### src/pdm_pkg.sv
// Shared constants for the upper port and second port pin multiplexer
package pdm_pkg;
  // ****************************************
  // Register bus
  // ****************************************
  localparam int ADDR_W = 8;
  localparam int DATA_W = 8;
  localparam logic [7:0] REG_IF_MODE = 8'h00;
  localparam logic [7:0] REG_ALT_SEL = 8'h01;
  localparam logic [7:0] REG_POLARITY = 8'h02;
  localparam logic [7:0] REG_UP_PORT = 8'h03;
  localparam logic [7:0] REG_UP_DIR = 8'h04;
  localparam logic [7:0] REG_SE_PORT = 8'h05;
  localparam logic [7:0] REG_SE_DIR = 8'h06;
  localparam logic [7:0] REG_UP_PINS = 8'h07;
  localparam logic [7:0] REG_SE_PINS = 8'h08;
  localparam logic [7:0] REG_IRQ_STAT = 8'h09;
  localparam logic [7:0] REG_IRQ_CLR = 8'h0a;
  localparam logic [7:0] REG_IRQ_EN = 8'h0b;
  localparam logic [7:0] REG_T2_CTRL = 8'h0c;
  localparam logic [7:0] RST_VAL = 8'h00;
  // ****************************************
  // Field positions
  // ****************************************
  localparam int IFM_WORD_BIT = 2;
  localparam int IFM_CLKINV_BIT = 3;
  localparam logic [1:0] MODE_WAVE = 2'h2;
  localparam logic [1:0] MODE_SLAVE = 2'h3;
  localparam int POL_RD_BIT = 3;
  localparam int POL_WR_BIT = 2;
  localparam int T2C_EXT_EN_BIT = 3;
  localparam logic [1:0] SER_SYNC_MODE = 2'h0;
  localparam int ALT_T0 = 0;
  localparam int ALT_T1 = 1;
  localparam int ALT_T2 = 2;
  localparam int ALT_SER0 = 3;
  localparam int ALT_SER1 = 4;
  localparam int ALT_EXT_IRQ_SIX_INPUT = 5;
  localparam int ALT_TIMER2_EXTERNAL_RELOAD = 6;
  localparam int ALT_ADR8 = 7;
  localparam logic [7:0] ALT_DRIVES = 8'h9f;
  localparam int IRQ_EXT_IRQ_SIX_INPUT = 0;
  localparam int IRQ_TIMER2_EXTERNAL_RELOAD = 1;
  localparam int IRQ_T2OVF = 2;
  localparam int IRQ_W = 3;
  // ****************************************
  // Timing
  // ****************************************
  localparam int CLK_PERIOD_NS = 10;
  localparam int CPU_CLOCK_OUTPUT_DIV = 4;
endpackage : pdm_pkg

### src/pdm_ovf_if.sv
// Timer overflow event and its stretched pin pulse
`timescale 1ns/1ps
interface pdm_ovf_if;
  logic ovf;
  logic low_ovf;
  logic split;
  logic tick;
  logic pulse;
  modport src (output ovf, output low_ovf, output split, output tick, input pulse);
  modport gen (input ovf, input low_ovf, input split, input tick, output pulse);
endinterface : pdm_ovf_if

### src/pdm_ovf_pulse.sv
// Stretches a timer overflow to one cpu clock output cycle
`timescale 1ns/1ps
module pdm_ovf_pulse import pdm_pkg::*; (
  input wire logic clk_sys_in,
  input wire logic arst_n_in,
  pdm_ovf_if.gen ovf_io
);
  logic src_ev;
  logic pend_q;
  logic pend_d;
  logic pulse_q;

  assign src_ev = ovf_io.split ? ovf_io.low_ovf : ovf_io.ovf;
  assign pend_d = ~ovf_io.tick & (src_ev | pend_q);
  assign ovf_io.pulse = pulse_q;

  always_ff @(posedge clk_sys_in or negedge arst_n_in) begin
    if (!arst_n_in) begin
      pend_q <= 1'b0;
      pulse_q <= 1'b0;
    end else begin
      pend_q <= pend_d;
      if (ovf_io.tick) begin
        pulse_q <= pend_q | src_ev;
      end
    end
  end
endmodule : pdm_ovf_pulse

### src/pdm_pin_mux.sv
// Upper port and second port pin multiplexer with register file
//
// Contract
// - Upper port pins are port bits or upper data bus byte by mode and width
// - Each second port pin follows its own alternate select bit
// - Timer 0 and 1 overflow pins pulse high one cpu clock output cycle
// - In split timer mode the low byte overflow makes the pulse
// - Timer 2 overflow pin is high one clock on each overflow
// - Serial 0 pin carries data only in sync mode, else high
// - Serial 1 pin carries data in sync mode, high in modes one to three
// - Interrupt six input raises a request on a rising edge
// - Timer 2 input reloads on falling edge only with external enable set
// - Top second port pin carries waveform address bit eight
// - Ready pins zero and one are ready inputs or polarised slave strobes
// - Ready pin two is always a waveform engine input
// - Interface clock is the reference and may be inverted by a bit
`timescale 1ns/1ps
module pdm_pin_mux import pdm_pkg::*; #(
  parameter int W = 8,
  parameter int CLK_DIV = CPU_CLOCK_OUTPUT_DIV
) (
  input wire logic clk_sys_in,
  input wire logic arst_n_in,
  input wire logic [ADDR_W-1:0] reg_addr_in,
  input wire logic [DATA_W-1:0] reg_wdata_in,
  input wire logic reg_wr_in,
  input wire logic reg_rd_in,
  output logic [DATA_W-1:0] reg_rdata_out,
  output logic irq_out,
  input wire logic [W-1:0] upper_port_bit_in,
  output logic [W-1:0] upper_port_bit_out,
  output logic [W-1:0] upper_port_bit_oe_n_out,
  input wire logic [W-1:0] second_port_bit_in,
  output logic [W-1:0] second_port_bit_out,
  output logic [W-1:0] second_port_bit_oe_n_out,
  input wire logic [W-1:0] parallel_data_bus_hi_in,
  input wire logic parallel_data_bus_drive_in,
  output logic [W-1:0] parallel_data_bus_hi_out,
  input wire logic timer0_ovf_in,
  input wire logic timer0_low_ovf_in,
  input wire logic timer0_split_in,
  input wire logic timer1_ovf_in,
  input wire logic timer1_low_ovf_in,
  input wire logic timer1_split_in,
  input wire logic timer2_ovf_in,
  input wire logic [1:0] serial0_mode_in,
  input wire logic serial0_data_in,
  input wire logic [1:0] serial1_mode_in,
  input wire logic serial1_data_in,
  input wire logic waveform_addr_bit8_in,
  output logic ext_irq_six_out,
  output logic timer2_external_reload_out,
  input wire logic ready_input_zero_in,
  input wire logic ready_input_one_in,
  input wire logic ready_input_two_in,
  output logic [2:0] waveform_ready_out,
  output logic slave_read_strobe_out,
  output logic slave_write_strobe_out,
  output logic interface_clock_invert_out,
  output logic cpu_clock_tick_out
);
  // ****************************************
  // Register decode
  // ****************************************
  logic [7:0] if_mode_q;
  logic [7:0] alt_sel_q;
  logic [7:0] pol_q;
  logic [W-1:0] up_port_q;
  logic [W-1:0] up_dir_q;
  logic [W-1:0] se_port_q;
  logic [W-1:0] se_dir_q;
  logic [7:0] t2_ctrl_q;
  logic [IRQ_W-1:0] irq_en_q;
  logic [IRQ_W-1:0] irq_st_q;
  logic [IRQ_W-1:0] irq_st_d;
  logic [IRQ_W-1:0] irq_ev;
  logic [IRQ_W-1:0] irq_clr;
  logic [DATA_W-1:0] rdata_d;
  logic wr_if_mode;
  logic wr_alt_sel;
  logic wr_pol;
  logic wr_up_port;
  logic wr_up_dir;
  logic wr_se_port;
  logic wr_se_dir;
  logic wr_irq_clr;
  logic wr_irq_en;
  logic wr_t2_ctrl;

  assign wr_if_mode = reg_wr_in && (reg_addr_in == REG_IF_MODE);
  assign wr_alt_sel = reg_wr_in && (reg_addr_in == REG_ALT_SEL);
  assign wr_pol = reg_wr_in && (reg_addr_in == REG_POLARITY);
  assign wr_up_port = reg_wr_in && (reg_addr_in == REG_UP_PORT);
  assign wr_up_dir = reg_wr_in && (reg_addr_in == REG_UP_DIR);
  assign wr_se_port = reg_wr_in && (reg_addr_in == REG_SE_PORT);
  assign wr_se_dir = reg_wr_in && (reg_addr_in == REG_SE_DIR);
  assign wr_irq_clr = reg_wr_in && (reg_addr_in == REG_IRQ_CLR);
  assign wr_irq_en = reg_wr_in && (reg_addr_in == REG_IRQ_EN);
  assign wr_t2_ctrl = reg_wr_in && (reg_addr_in == REG_T2_CTRL);

  assign rdata_d = !reg_rd_in ? RST_VAL :
    (reg_addr_in == REG_IF_MODE) ? if_mode_q :
    (reg_addr_in == REG_ALT_SEL) ? alt_sel_q :
    (reg_addr_in == REG_POLARITY) ? pol_q :
    (reg_addr_in == REG_UP_PORT) ? up_port_q :
    (reg_addr_in == REG_UP_DIR) ? up_dir_q :
    (reg_addr_in == REG_SE_PORT) ? se_port_q :
    (reg_addr_in == REG_SE_DIR) ? se_dir_q :
    (reg_addr_in == REG_UP_PINS) ? upper_port_bit_in :
    (reg_addr_in == REG_SE_PINS) ? second_port_bit_in :
    (reg_addr_in == REG_IRQ_STAT) ? {{(DATA_W-IRQ_W){1'b0}}, irq_st_q} :
    (reg_addr_in == REG_IRQ_EN) ? {{(DATA_W-IRQ_W){1'b0}}, irq_en_q} :
    (reg_addr_in == REG_T2_CTRL) ? t2_ctrl_q : RST_VAL;

  always_ff @(posedge clk_sys_in or negedge arst_n_in) begin
    if (!arst_n_in) begin
      if_mode_q <= RST_VAL;
      alt_sel_q <= RST_VAL;
      pol_q <= RST_VAL;
      up_port_q <= RST_VAL;
      up_dir_q <= RST_VAL;
      se_port_q <= RST_VAL;
      se_dir_q <= RST_VAL;
      t2_ctrl_q <= RST_VAL;
      irq_en_q <= '0;
    end else begin
      if (wr_if_mode) if_mode_q <= reg_wdata_in;
      if (wr_alt_sel) alt_sel_q <= reg_wdata_in;
      if (wr_pol) pol_q <= reg_wdata_in;
      if (wr_up_port) up_port_q <= reg_wdata_in;
      if (wr_up_dir) up_dir_q <= reg_wdata_in;
      if (wr_se_port) se_port_q <= reg_wdata_in;
      if (wr_se_dir) se_dir_q <= reg_wdata_in;
      if (wr_t2_ctrl) t2_ctrl_q <= reg_wdata_in;
      if (wr_irq_en) irq_en_q <= reg_wdata_in[IRQ_W-1:0];
    end
  end

  // ****************************************
  // Interrupt status
  // ****************************************
  logic ext_irq_six_input_rise;
  logic timer2_external_reload_fall;

  assign irq_clr = wr_irq_clr ? reg_wdata_in[IRQ_W-1:0] : '0;
  assign irq_ev = {timer2_ovf_in & alt_sel_q[ALT_T2], timer2_external_reload_fall, ext_irq_six_input_rise};
  assign irq_st_d = (irq_st_q & ~irq_clr) | irq_ev;

  always_ff @(posedge clk_sys_in or negedge arst_n_in) begin
    if (!arst_n_in) begin
      irq_st_q <= '0;
      irq_out <= 1'b0;
      reg_rdata_out <= RST_VAL;
    end else begin
      irq_st_q <= irq_st_d;
      irq_out <= |(irq_st_q & irq_en_q);
      reg_rdata_out <= rdata_d;
    end
  end

  // ****************************************
  // Cpu clock output divider
  // ****************************************
  localparam int CNT_W = $clog2(CLK_DIV + 1);
  localparam logic [CNT_W-1:0] CNT_LAST = CNT_W'(CLK_DIV - 1);
  logic [CNT_W-1:0] div_cnt_q;
  logic div_wrap;

  assign div_wrap = (div_cnt_q == CNT_LAST);

  always_ff @(posedge clk_sys_in or negedge arst_n_in) begin
    if (!arst_n_in) begin
      div_cnt_q <= '0;
      cpu_clock_tick_out <= 1'b0;
    end else begin
      div_cnt_q <= div_wrap ? '0 : div_cnt_q + 1'b1;
      cpu_clock_tick_out <= div_wrap;
    end
  end

  // ****************************************
  // Timer overflow stretchers
  // ****************************************
  pdm_ovf_if t0_if ();
  pdm_ovf_if t1_if ();

  assign t0_if.ovf = timer0_ovf_in;
  assign t0_if.low_ovf = timer0_low_ovf_in;
  assign t0_if.split = timer0_split_in;
  assign t0_if.tick = div_wrap;
  assign t1_if.ovf = timer1_ovf_in;
  assign t1_if.low_ovf = timer1_low_ovf_in;
  assign t1_if.split = timer1_split_in;
  assign t1_if.tick = div_wrap;

  pdm_ovf_pulse u_t0_pulse (
    .clk_sys_in(clk_sys_in),
    .arst_n_in(arst_n_in),
    .ovf_io(t0_if.gen)
  );

  pdm_ovf_pulse u_t1_pulse (
    .clk_sys_in(clk_sys_in),
    .arst_n_in(arst_n_in),
    .ovf_io(t1_if.gen)
  );

  // ****************************************
  // Second port pins
  // ****************************************
  logic [W-1:0] alt_val;
  logic [W-1:0] se_out_d;
  logic [W-1:0] se_oe_n_d;
  logic ser0_val;
  logic ser1_val;
  logic ext_irq_six_input_prev_q;
  logic timer2_external_reload_prev_q;

  assign ser0_val = (serial0_mode_in == SER_SYNC_MODE) ? serial0_data_in : 1'b1;
  assign ser1_val = (serial1_mode_in == SER_SYNC_MODE) ? serial1_data_in : 1'b1;
  assign alt_val = {waveform_addr_bit8_in, 2'b00, ser1_val, ser0_val,
    timer2_ovf_in, t1_if.pulse, t0_if.pulse};
  assign se_out_d = (alt_sel_q & alt_val) | (~alt_sel_q & se_port_q);
  assign se_oe_n_d = (alt_sel_q & ~ALT_DRIVES) | (~alt_sel_q & ~se_dir_q);
  assign ext_irq_six_input_rise = alt_sel_q[ALT_EXT_IRQ_SIX_INPUT] & second_port_bit_in[ALT_EXT_IRQ_SIX_INPUT] & ~ext_irq_six_input_prev_q;
  assign timer2_external_reload_fall = alt_sel_q[ALT_TIMER2_EXTERNAL_RELOAD] & t2_ctrl_q[T2C_EXT_EN_BIT]
    & ~second_port_bit_in[ALT_TIMER2_EXTERNAL_RELOAD] & timer2_external_reload_prev_q;

  always_ff @(posedge clk_sys_in or negedge arst_n_in) begin
    if (!arst_n_in) begin
      second_port_bit_out <= '0;
      second_port_bit_oe_n_out <= '1;
      ext_irq_six_input_prev_q <= 1'b1;
      timer2_external_reload_prev_q <= 1'b0;
      ext_irq_six_out <= 1'b0;
      timer2_external_reload_out <= 1'b0;
    end else begin
      second_port_bit_out <= se_out_d;
      second_port_bit_oe_n_out <= se_oe_n_d;
      ext_irq_six_input_prev_q <= alt_sel_q[ALT_EXT_IRQ_SIX_INPUT] ? second_port_bit_in[ALT_EXT_IRQ_SIX_INPUT] : 1'b1;
      timer2_external_reload_prev_q <= alt_sel_q[ALT_TIMER2_EXTERNAL_RELOAD] ? second_port_bit_in[ALT_TIMER2_EXTERNAL_RELOAD] : 1'b0;
      ext_irq_six_out <= ext_irq_six_input_rise;
      timer2_external_reload_out <= timer2_external_reload_fall;
    end
  end

  // ****************************************
  // Upper port pins
  // ****************************************
  logic wide_bus;
  logic [1:0] if_mode;

  assign if_mode = if_mode_q[1:0];
  assign wide_bus = if_mode[1] & if_mode_q[IFM_WORD_BIT];

  always_ff @(posedge clk_sys_in or negedge arst_n_in) begin
    if (!arst_n_in) begin
      upper_port_bit_out <= '0;
      upper_port_bit_oe_n_out <= '1;
      parallel_data_bus_hi_out <= '0;
    end else begin
      upper_port_bit_out <= wide_bus ? parallel_data_bus_hi_in : up_port_q;
      upper_port_bit_oe_n_out <= wide_bus ? {W{~parallel_data_bus_drive_in}} : ~up_dir_q;
      parallel_data_bus_hi_out <= wide_bus ? upper_port_bit_in : '0;
    end
  end

  // ****************************************
  // Ready pins and slave strobes
  // ****************************************
  logic slave_mode;
  logic wave_mode;
  logic rd_active;
  logic wr_active;

  assign slave_mode = (if_mode == MODE_SLAVE);
  assign wave_mode = (if_mode == MODE_WAVE);
  assign rd_active = (ready_input_zero_in == pol_q[POL_RD_BIT]);
  assign wr_active = (ready_input_one_in == pol_q[POL_WR_BIT]);

  always_ff @(posedge clk_sys_in or negedge arst_n_in) begin
    if (!arst_n_in) begin
      waveform_ready_out <= '0;
      slave_read_strobe_out <= 1'b0;
      slave_write_strobe_out <= 1'b0;
      interface_clock_invert_out <= 1'b0;
    end else begin
      waveform_ready_out[0] <= wave_mode & ready_input_zero_in;
      waveform_ready_out[1] <= wave_mode & ready_input_one_in;
      waveform_ready_out[2] <= ready_input_two_in;
      slave_read_strobe_out <= slave_mode & rd_active;
      slave_write_strobe_out <= slave_mode & wr_active;
      interface_clock_invert_out <= if_mode_q[IFM_CLKINV_BIT];
    end
  end
endmodule : pdm_pin_mux

### config.mk
export PLATFORM = sky130hd
export DESIGN_NAME = pdm_pin_mux
export DESIGN_NICKNAME = d
export VERILOG_FILES = /design/src/pdm_pkg.sv /design/src/pdm_ovf_if.sv /design/src/pdm_ovf_pulse.sv /design/src/pdm_pin_mux.sv
export SDC_FILE = /design/constraint.sdc
export NUM_CORES = 1
export LEC_CHECK = 0
export BUFFER_PORTS_ARGS = -buffer_cell sky130_fd_sc_hd__buf_4
export CORE_MARGIN = 3
export CORE_UTILIZATION = 30
export CTS_CLUSTER_SIZE = 20
export DETAILED_ROUTE_END_ITERATION = 7
export GPL_ROUTABILITY_DRIVEN = 0
export PLACE_DENSITY = 0.49
export SETUP_SLACK_MARGIN = 0.05
export SLEW_MARGIN = 5
export SYNTH_ARGS = -nofsm -noshare
export SYNTH_HDL_FRONTEND = slang
export SYNTH_SLANG_ARGS = --single-unit
export TNS_END_PERCENT = 10
### constraint.sdc
create_clock -name clk_sys_in -period 1.7 [get_ports clk_sys_in]
set_input_delay 0.085 -clock clk_sys_in [delete_from_list [all_inputs] [get_ports clk_sys_in]]
set_output_delay 0.085 -clock clk_sys_in [all_outputs]
set_load 0.005 [all_outputs]
==> run_results.csv, run 1 <==
group,metric,value,unit
synth,ys_seq_area_frac,0.580,
cts,cts_buffer_depth,2,
cells_and_area,antennaDiodeCount,0,
global_routing,grt_pass1_wl,28.4,mm
global_routing,grt_max_degree,46,
routing,antenna_left,0,
global_routing,first_global_vias,4854,
timing,finalSetupViolations,0,
setup_path,end_kind,"flop",
setup_path,cp_max_fo,3,
cts,htree_levels,4,
synth,synthCells,487,
cts,cts_tree,"yes",
synth,synth-edff-count,0,
cts,cts-root-buf,"clkbuf_16",
synth,ys_warn_count,0,
placed_design,place_inst,878,
synth,avgSynthCellArea,12.2,um^2
global_routing,grt_overflow,0,
setup_path,cp.arrival,1.81,ns
synth,ys_dominant_reg_cell,"dfrtp_1",
placed_design,numPortBuffers,119,
cells_and_area,fin_util,0.442,
cells_and_area,drive_above_1_share,0.435,
setup_path,start_kind,"flop",
timing,tns,0,ns
cts,clk_pin_slew,0.06,ns
placed_design,dpl-instance-area,0.00739,mm^2
global_routing,antenna_found_initial,0,
global_routing,grtUsageTotal,0.172,
floorplanning,ioPinCount,120,
floorplanning,rows,50,
routing,avgViaCountPerCell,4.83,
timing,slew_viol_final,0,
cts,cts.sinks,137,
timing,whs,0.0187,ns
timing,finalCritPeriodShare,0.906,
cts,post-cts-setup-buffers,0,
synth,synth_cell_types,55,
cells_and_area,nNetsFinal,740,
timing,rsz0062_at_grt,"false",
routing,routed_wl,18.0,mm
floorplanning,dieHeight,147,um
synth,synth_area,0.00595,mm^2
run,cap_violations,0,
cts,clk_latency,0.42,ns
routing,first_pass_iters,4,
min_path,hp-class,"in2reg",
timing,hold_violations,0,
cells_and_area,area_delta_synth_final,41.8,%
timing,max_freq,650,MHz
timing,period_needed,1.54,ns
floorplanning,die_w,147,um
setup_path,worstPathRequired,1.97,ns
power_and_ir_drop,ir_drop,0.000626,V
routing,dr_total_vias,4585,
timing,fin_ws,0.161,ns
synth,ys_seq_elements,137,
floorplanning,dieArea,0.0216,mm^2
floorplanning,coreArea,0.0191,mm^2
setup_path,criticalPathCategory,"reg2reg",
placed_design,place_hpwl,13.1,mm
floorplanning,initial_core_util,0.312,
timing,fin_skew,0.00770,ns
placed_design,dpl_worst_slack,-0.116,ns
timing,tightestPinTransition,0.482,ns
synth,syn_nets,550,
routing,drc,0,
synth,async_flop_share,1.00,
outcome,status,"finished clean",
cells_and_area,final_cells,950,
cells_and_area,final_area,0.00843,mm^2
routing,post_drt_wl_per_cell,18.9,um
timing,slew_headroom,0.678,
routing,drtIter0Drc,223,
cts,cts_buffers,17,
power_and_ir_drop,leakage,4.11,nW
power_and_ir_drop,powerDensity,981,mW/mm^2
power_and_ir_drop,finalPower,8.28,mW
-- state kept, by name, summed over array words and instances, names as in the netlist, 8 cells and up --
signal / flops
se_dir_q: 8
upper_port_bit_out: 8
second_port_bit_oe_n_out: 8
t2_ctrl_q: 8
alt_sel_q: 8
up_dir_q: 8
second_port_bit_out: 8
parallel_data_bus_hi_out: 8
se_port_q: 8
up_port_q: 8
upper_port_bit_oe_n_out: 8
reg_rdata_out: 8
if_mode_q: 8
pol_q: 8
-- worst max-delay path, stage by stage (launching register included) --
cell and delay, ns:
dfrtp_1 0.41, mux2_2 0.18, a22oi_1 0.08, o221ai_1 0.23, nand2_1 0.08, a211oi_1 0.41
-- final timing paths --
kind,startpoint,to,slack (ns),depth (start not counted)
setup / recovery,up_dir_q[4]$_DFFE_PN0P_,reg_rdata_out[4]$_DFF_PN0_,0.16,5
setup reg to reg,up_dir_q[4]$_DFFE_PN0P_,reg_rdata_out[4]$_DFF_PN0_,0.16,5
min in group asynchronous,arst_n_in,waveform_ready_out[2]$_DFF_PN0_,0.18,2
max in group asynchronous,arst_n_in,upper_port_bit_oe_n_out[0]$_DFF_PN1_,0.86,3
hold / removal,timer0_split_in,u_t0_pulse.ovf_io.pulse$_DFFE_PN0P_,0.02,3
hold reg to reg,se_dir_q[6]$_DFFE_PN0P_,second_port_bit_oe_n_out[6]$_DFF_PN1_,0.41,1
-- metal layers --
layer / routed length [um] / global-route usage / vias up
li1: - / - / 2133
met5: 0 / 0 / -
met2: 8730 / 0.279 / 148
met3: 975 / 0.0407 / 24
met1: 7920 / 0.226 / 2280
met4: 329 / 0.0607 / 0
-- where the power goes --
part,total (mW),switching (mW),internal [mW]
clock network,3.90,1.40,2.50
registers,3.54,0.102,3.44
logic,0.836,0.403,0.432
-- cells in the final DEF, fill, tap and decap left out, types with 3 or more instances in the layout --
cell type / Yosys / routed
inv_1: 11 / 11
nor2_1: 31 / 31
and3_1: 13 / 13
a22oi_1: 5 / 5
dfrtp_1: 120 / 120
nand2_1: 35 / 35
a211oi_1: 6 / 5
dlygate4sd3_1: 0 / 40
o21ai_0: 20 / 20
nor2b_1: 8 / 8
clkinvlp_4: 0 / 4
buf_12: 0 / 3
dfstp_2: 17 / 17
clkbuf_8: 0 / 5
bufinv_16: 0 / 3
nand2b_1: 10 / 10
mux2_2: 82 / 82
mux2i_1: 11 / 11
o22ai_1: 5 / 5
and2_1: 3 / 3
a21oi_1: 22 / 22
a31oi_1: 4 / 4
nand3_1: 10 / 10
nor3_1: 3 / 3
buf_4: 0 / 154
clkbuf_16: 0 / 17
-- layout make-up --
| cell class | count | area [um^2] |
|---|---|---|
| well taps | 260 | 325 |
| repair buffers | 198 | 1630 |
| clock inverters | 10 | 139 |
| multi-input cells | 312 | 2360 |
| inverters | 11 | 41.3 |
| clock buffers | 22 | 494 |
| fillers | 1785 | 10600 |
| flip-flops and latches | 137 | 3450 |
-- logic make-up (layout without fill, tap and decap cells) --
group,Yosys count,in the layout,share of synthesized area
muxes,93,93,0.174
xor gates and xnor gates,2,2,0.00294
and+or+nand+nor,131,131,0.123
AOI/OAI and AO/OA,85,85,0.0923
DFF,137,137,0.580
adders and majority gates,1,1,0.00210
buffers and inverters,38,241,0.0259
-- Yosys cell counts (all sizes together), types with 2 or more instances --
master | n | area [um^2]
mux2i | 11 | 110
a22oi | 5 | 37.5
a31oi | 4 | 25.0
nand2 | 35 | 131
dfstp | 17 | 447
a21oi | 22 | 110
nor3 | 5 | 41.3
o221ai | 2 | 17.5
dfrtp | 120 | 3000
o211ai | 2 | 15.0
mux2 | 82 | 923
o22ai | 5 | 31.3
o22a | 2 | 17.5
o21ai | 20 | 100
nor2 | 32 | 123
nor4 | 2 | 27.5
clkbuf | 18 | 67.6
and2 | 3 | 18.8
nor3b | 2 | 15.0
nand4 | 4 | 55.1
o311ai | 2 | 17.5
buf | 9 | 45.0
a211oi | 6 | 45.0
o31ai | 2 | 15.0
nand2b | 10 | 62.6
o311a | 2 | 20.0
inv | 11 | 41.3
and3b | 2 | 17.5
nand4b | 2 | 32.5
a21o | 2 | 15.0
nor2b | 8 | 50.1
xor2 | 2 | 17.5
and3 | 13 | 81.3
nand3 | 11 | 60.1
-- repair_timing --
item                                    in CTS  in global routing
resized for setup                            0                  2
hold endpoints to repair                   145                  0
hold buffers                                40                  0
endpoints found under the setup margin       0                  1
Note: power is estimated with default switching activity, not from simulation.
==> inputs of run 2 (changes only) <==
- BUFFER_PORTS_ARGS: -buffer_cell sky130_fd_sc_hd__buf_4 -> default
- DONT_BUFFER_PORTS: default -> 1
- PLACE_DENSITY: 0.49 -> 0.44
==> run 2 against run 1 <==
Against the previous run: the run now ends with hold timing left; register-to-register slack about the same; via count shrank 11%; sequential power is essentially flat; first-iteration DRC count grew 0.90%; die area unchanged; non-clock buffer count fell by 130; worst setup slack better by 0.015 ns; critical path type unchanged; largest cell class unchanged; largest power group unchanged.
==> run_results.csv, run 2 (same netlist as run 1, synthesis figures left out) <==
group,metric,value,unit
outcome,status,"finished, violations left",
outcome,violations,"hold timing",
cts,htree_levels,4,
setup_path,start_kind,"flop",
cts,post-cts-setup-buffers,0,
cts,cts_buffers,17,
cts,clk_pin_slew,0.07,ns
global_routing,grtUsageTotal,0.175,
min_path,hp-class,"in2async",
timing,period_needed,1.52,ns
routing,drtIter0Drc,225,
floorplanning,rows,50,
cts,cts_tree,"yes",
placed_design,place_hpwl,12.2,mm
floorplanning,coreArea,0.0191,mm^2
timing,tightestPinTransition,0.550,ns
cts,cts_buffer_depth,2,
routing,routed_wl,18.4,mm
global_routing,antenna_found_initial,2,
global_routing,grt_max_degree,138,
setup_path,r2r-start,"se_port_q[0]$_DFFE_PN0P_",
setup_path,cp.arrival,1.80,ns
setup_path,crit_slowest_cell,"dfrtp_1",
timing,max_freq,656,MHz
setup_path,cp_max_fo,4,
floorplanning,dieHeight,147,um
power_and_ir_drop,intPower,6.27,mW
power_and_ir_drop,leakage,3.47,nW
cts,cts_hold_buf,48,
setup_path,r2r_end,"reg_rdata_out[0]$_DFF_PN0_",
power_and_ir_drop,finalPower,8.05,mW
timing,slew_viol_final,0,
placed_design,numPortBuffers,0,
global_routing,first_global_vias,4457,
timing,fin_skew,0.0116,ns
setup_path,criticalPathCategory,"reg2reg",
global_routing,grt_overflow,0,
timing,finalCritPeriodShare,0.897,
cells_and_area,final_common_cell,"dfrtp_1",
routing,drc,0,
routing,first_pass_iters,4,
setup_path,cpPeakStageDelay,0.42,ns
power_and_ir_drop,powerDensity,1080,mW/mm^2
power_and_ir_drop,ir_drop,0.000626,V
cts,cts-root-buf,"clkbuf_16",
routing,avgViaCountPerCell,4.98,
setup_path,worstPathRequired,1.98,ns
setup_path,path_cells,"mux2_2 > o21ai_0 > o22ai_1 > o221ai_1 > a211oi_1",
global_routing,grt_pass1_wl,28.3,mm
setup_path,rr_worst_depth,5,
cells_and_area,area_delta_synth_final,25.1,%
timing,tns,0,ns
floorplanning,dieArea,0.0216,mm^2
cells_and_area,drive_above_1_share,0.284,
timing,finalSetupViolations,0,
routing,antenna_left,0,
power_and_ir_drop,swShare,0.222,
timing,slew_headroom,0.632,
power_and_ir_drop,pwr-share-clk,0.498,
cells_and_area,mostFrequentLayoutCells,"dfrtp_1, mux2_2, dlygate4sd3_1, nand2_1, nor2_1",
cts,ctsResizeCount,0,
cts,cts.sinks,137,
power_and_ir_drop,power.switching,1.78,mW
floorplanning,die_w,147,um
cts,clk_latency,0.42,ns
routing,dr_total_vias,4086,
cells_and_area,final_cells,820,
timing,rsz0062_at_grt,"false",
floorplanning,ioPinCount,120,
run,cap_violations,0,
routing,post_drt_wl_per_cell,22.5,um
setup_path,end_kind,"flop",
timing,whs,-0.636,ns
power_and_ir_drop,power_frac_comb,0.061,
power_and_ir_drop,p_seq_frac,0.442,
timing,hold_violations,137,
cells_and_area,antennaDiodeCount,0,
placed_design,place_inst,740,
cells_and_area,nNetsFinal,610,
floorplanning,initial_core_util,0.312,
setup_path,r2r_slack,0.18,ns
-- run 2: changes by cell type in the layout (fill, tap and decap cells not counted), sizes merged --
cell and change:
inv -1, dlygate4sd3 +8, buf -138, clkbuf -1
clkinvlp -3, clkinv +4, bufinv +1
-- run 2: critical path, delay by kind of cell, from the launching register on --
kind	cells	cell delay [ns]
compound gates	4	0.70
mux	1	0.27
flops	1	0.42
-- run 2: per-layer routing --
layer  GRT usage  wire [um]  share of wire
met2       0.278       8820           0.48
met3      0.0543       1430          0.078
met4      0.0503        280          0.015
met5           0         16        0.00087
met1       0.232       7880           0.43
-- run 2: stage by stage --
step	cell area [um^2]	hold WS, ns	setup WS (ns)	utilization
after floorplan	5950	-0.211	-0.0880	-
after global placement	6320	-0.206	-0.0553	0.331
after detailed placement	6320	-0.205	-0.0149	0.331
after CTS	7440	-0.662	0.120	0.390
after global routing	7440	-0.671	0.0605	0.390
final	7440	-0.636	0.175	0.390
-- run 2: worst max-delay path by stage --
stage,start,to,slack (ns),cells after the start
final,se_port_q[0]$_DFFE_PN0P_,reg_rdata_out[0]$_DFF_PN0_,0.18,5
after detailed placement,reg_addr_in[5],pol_q[2]$_DFFE_PN0P_,-0.01,5
after floorplan,reg_addr_in[5],if_mode_q[0]$_DFFE_PN0P_,-0.09,5
after global routing,se_port_q[0]$_DFFE_PN0P_,reg_rdata_out[0]$_DFF_PN0_,0.06,5
after CTS,se_port_q[0]$_DFFE_PN0P_,reg_rdata_out[0]$_DFF_PN0_,0.12,5
after global placement,reg_addr_in[5],reg_rdata_out[0]$_DFF_PN0_,-0.06,7
-- run 2: area by class of cell --
class	instances	area [um^2]
tap	260	325
fill	1876	11600
inverter	11	41.3
sequential	137	3450
clock buffer	21	470
timing repair buffer	68	643
clock inverter	11	169
multi-input combinational	312	2350
-- run 2: power by group through the flow --
stage / logic [mW] / clock network, mW / registers, mW
final: 0.488 / 4.01 / 3.56
after global routing: 0.535 / 4.27 / 3.57
after CTS: 0.491 / 4.11 / 3.56
after detailed placement: 0.345 / 0 / 3.62
after global placement: 0.342 / 0 / 3.62
after floorplan: 0.313 / 0 / 3.57
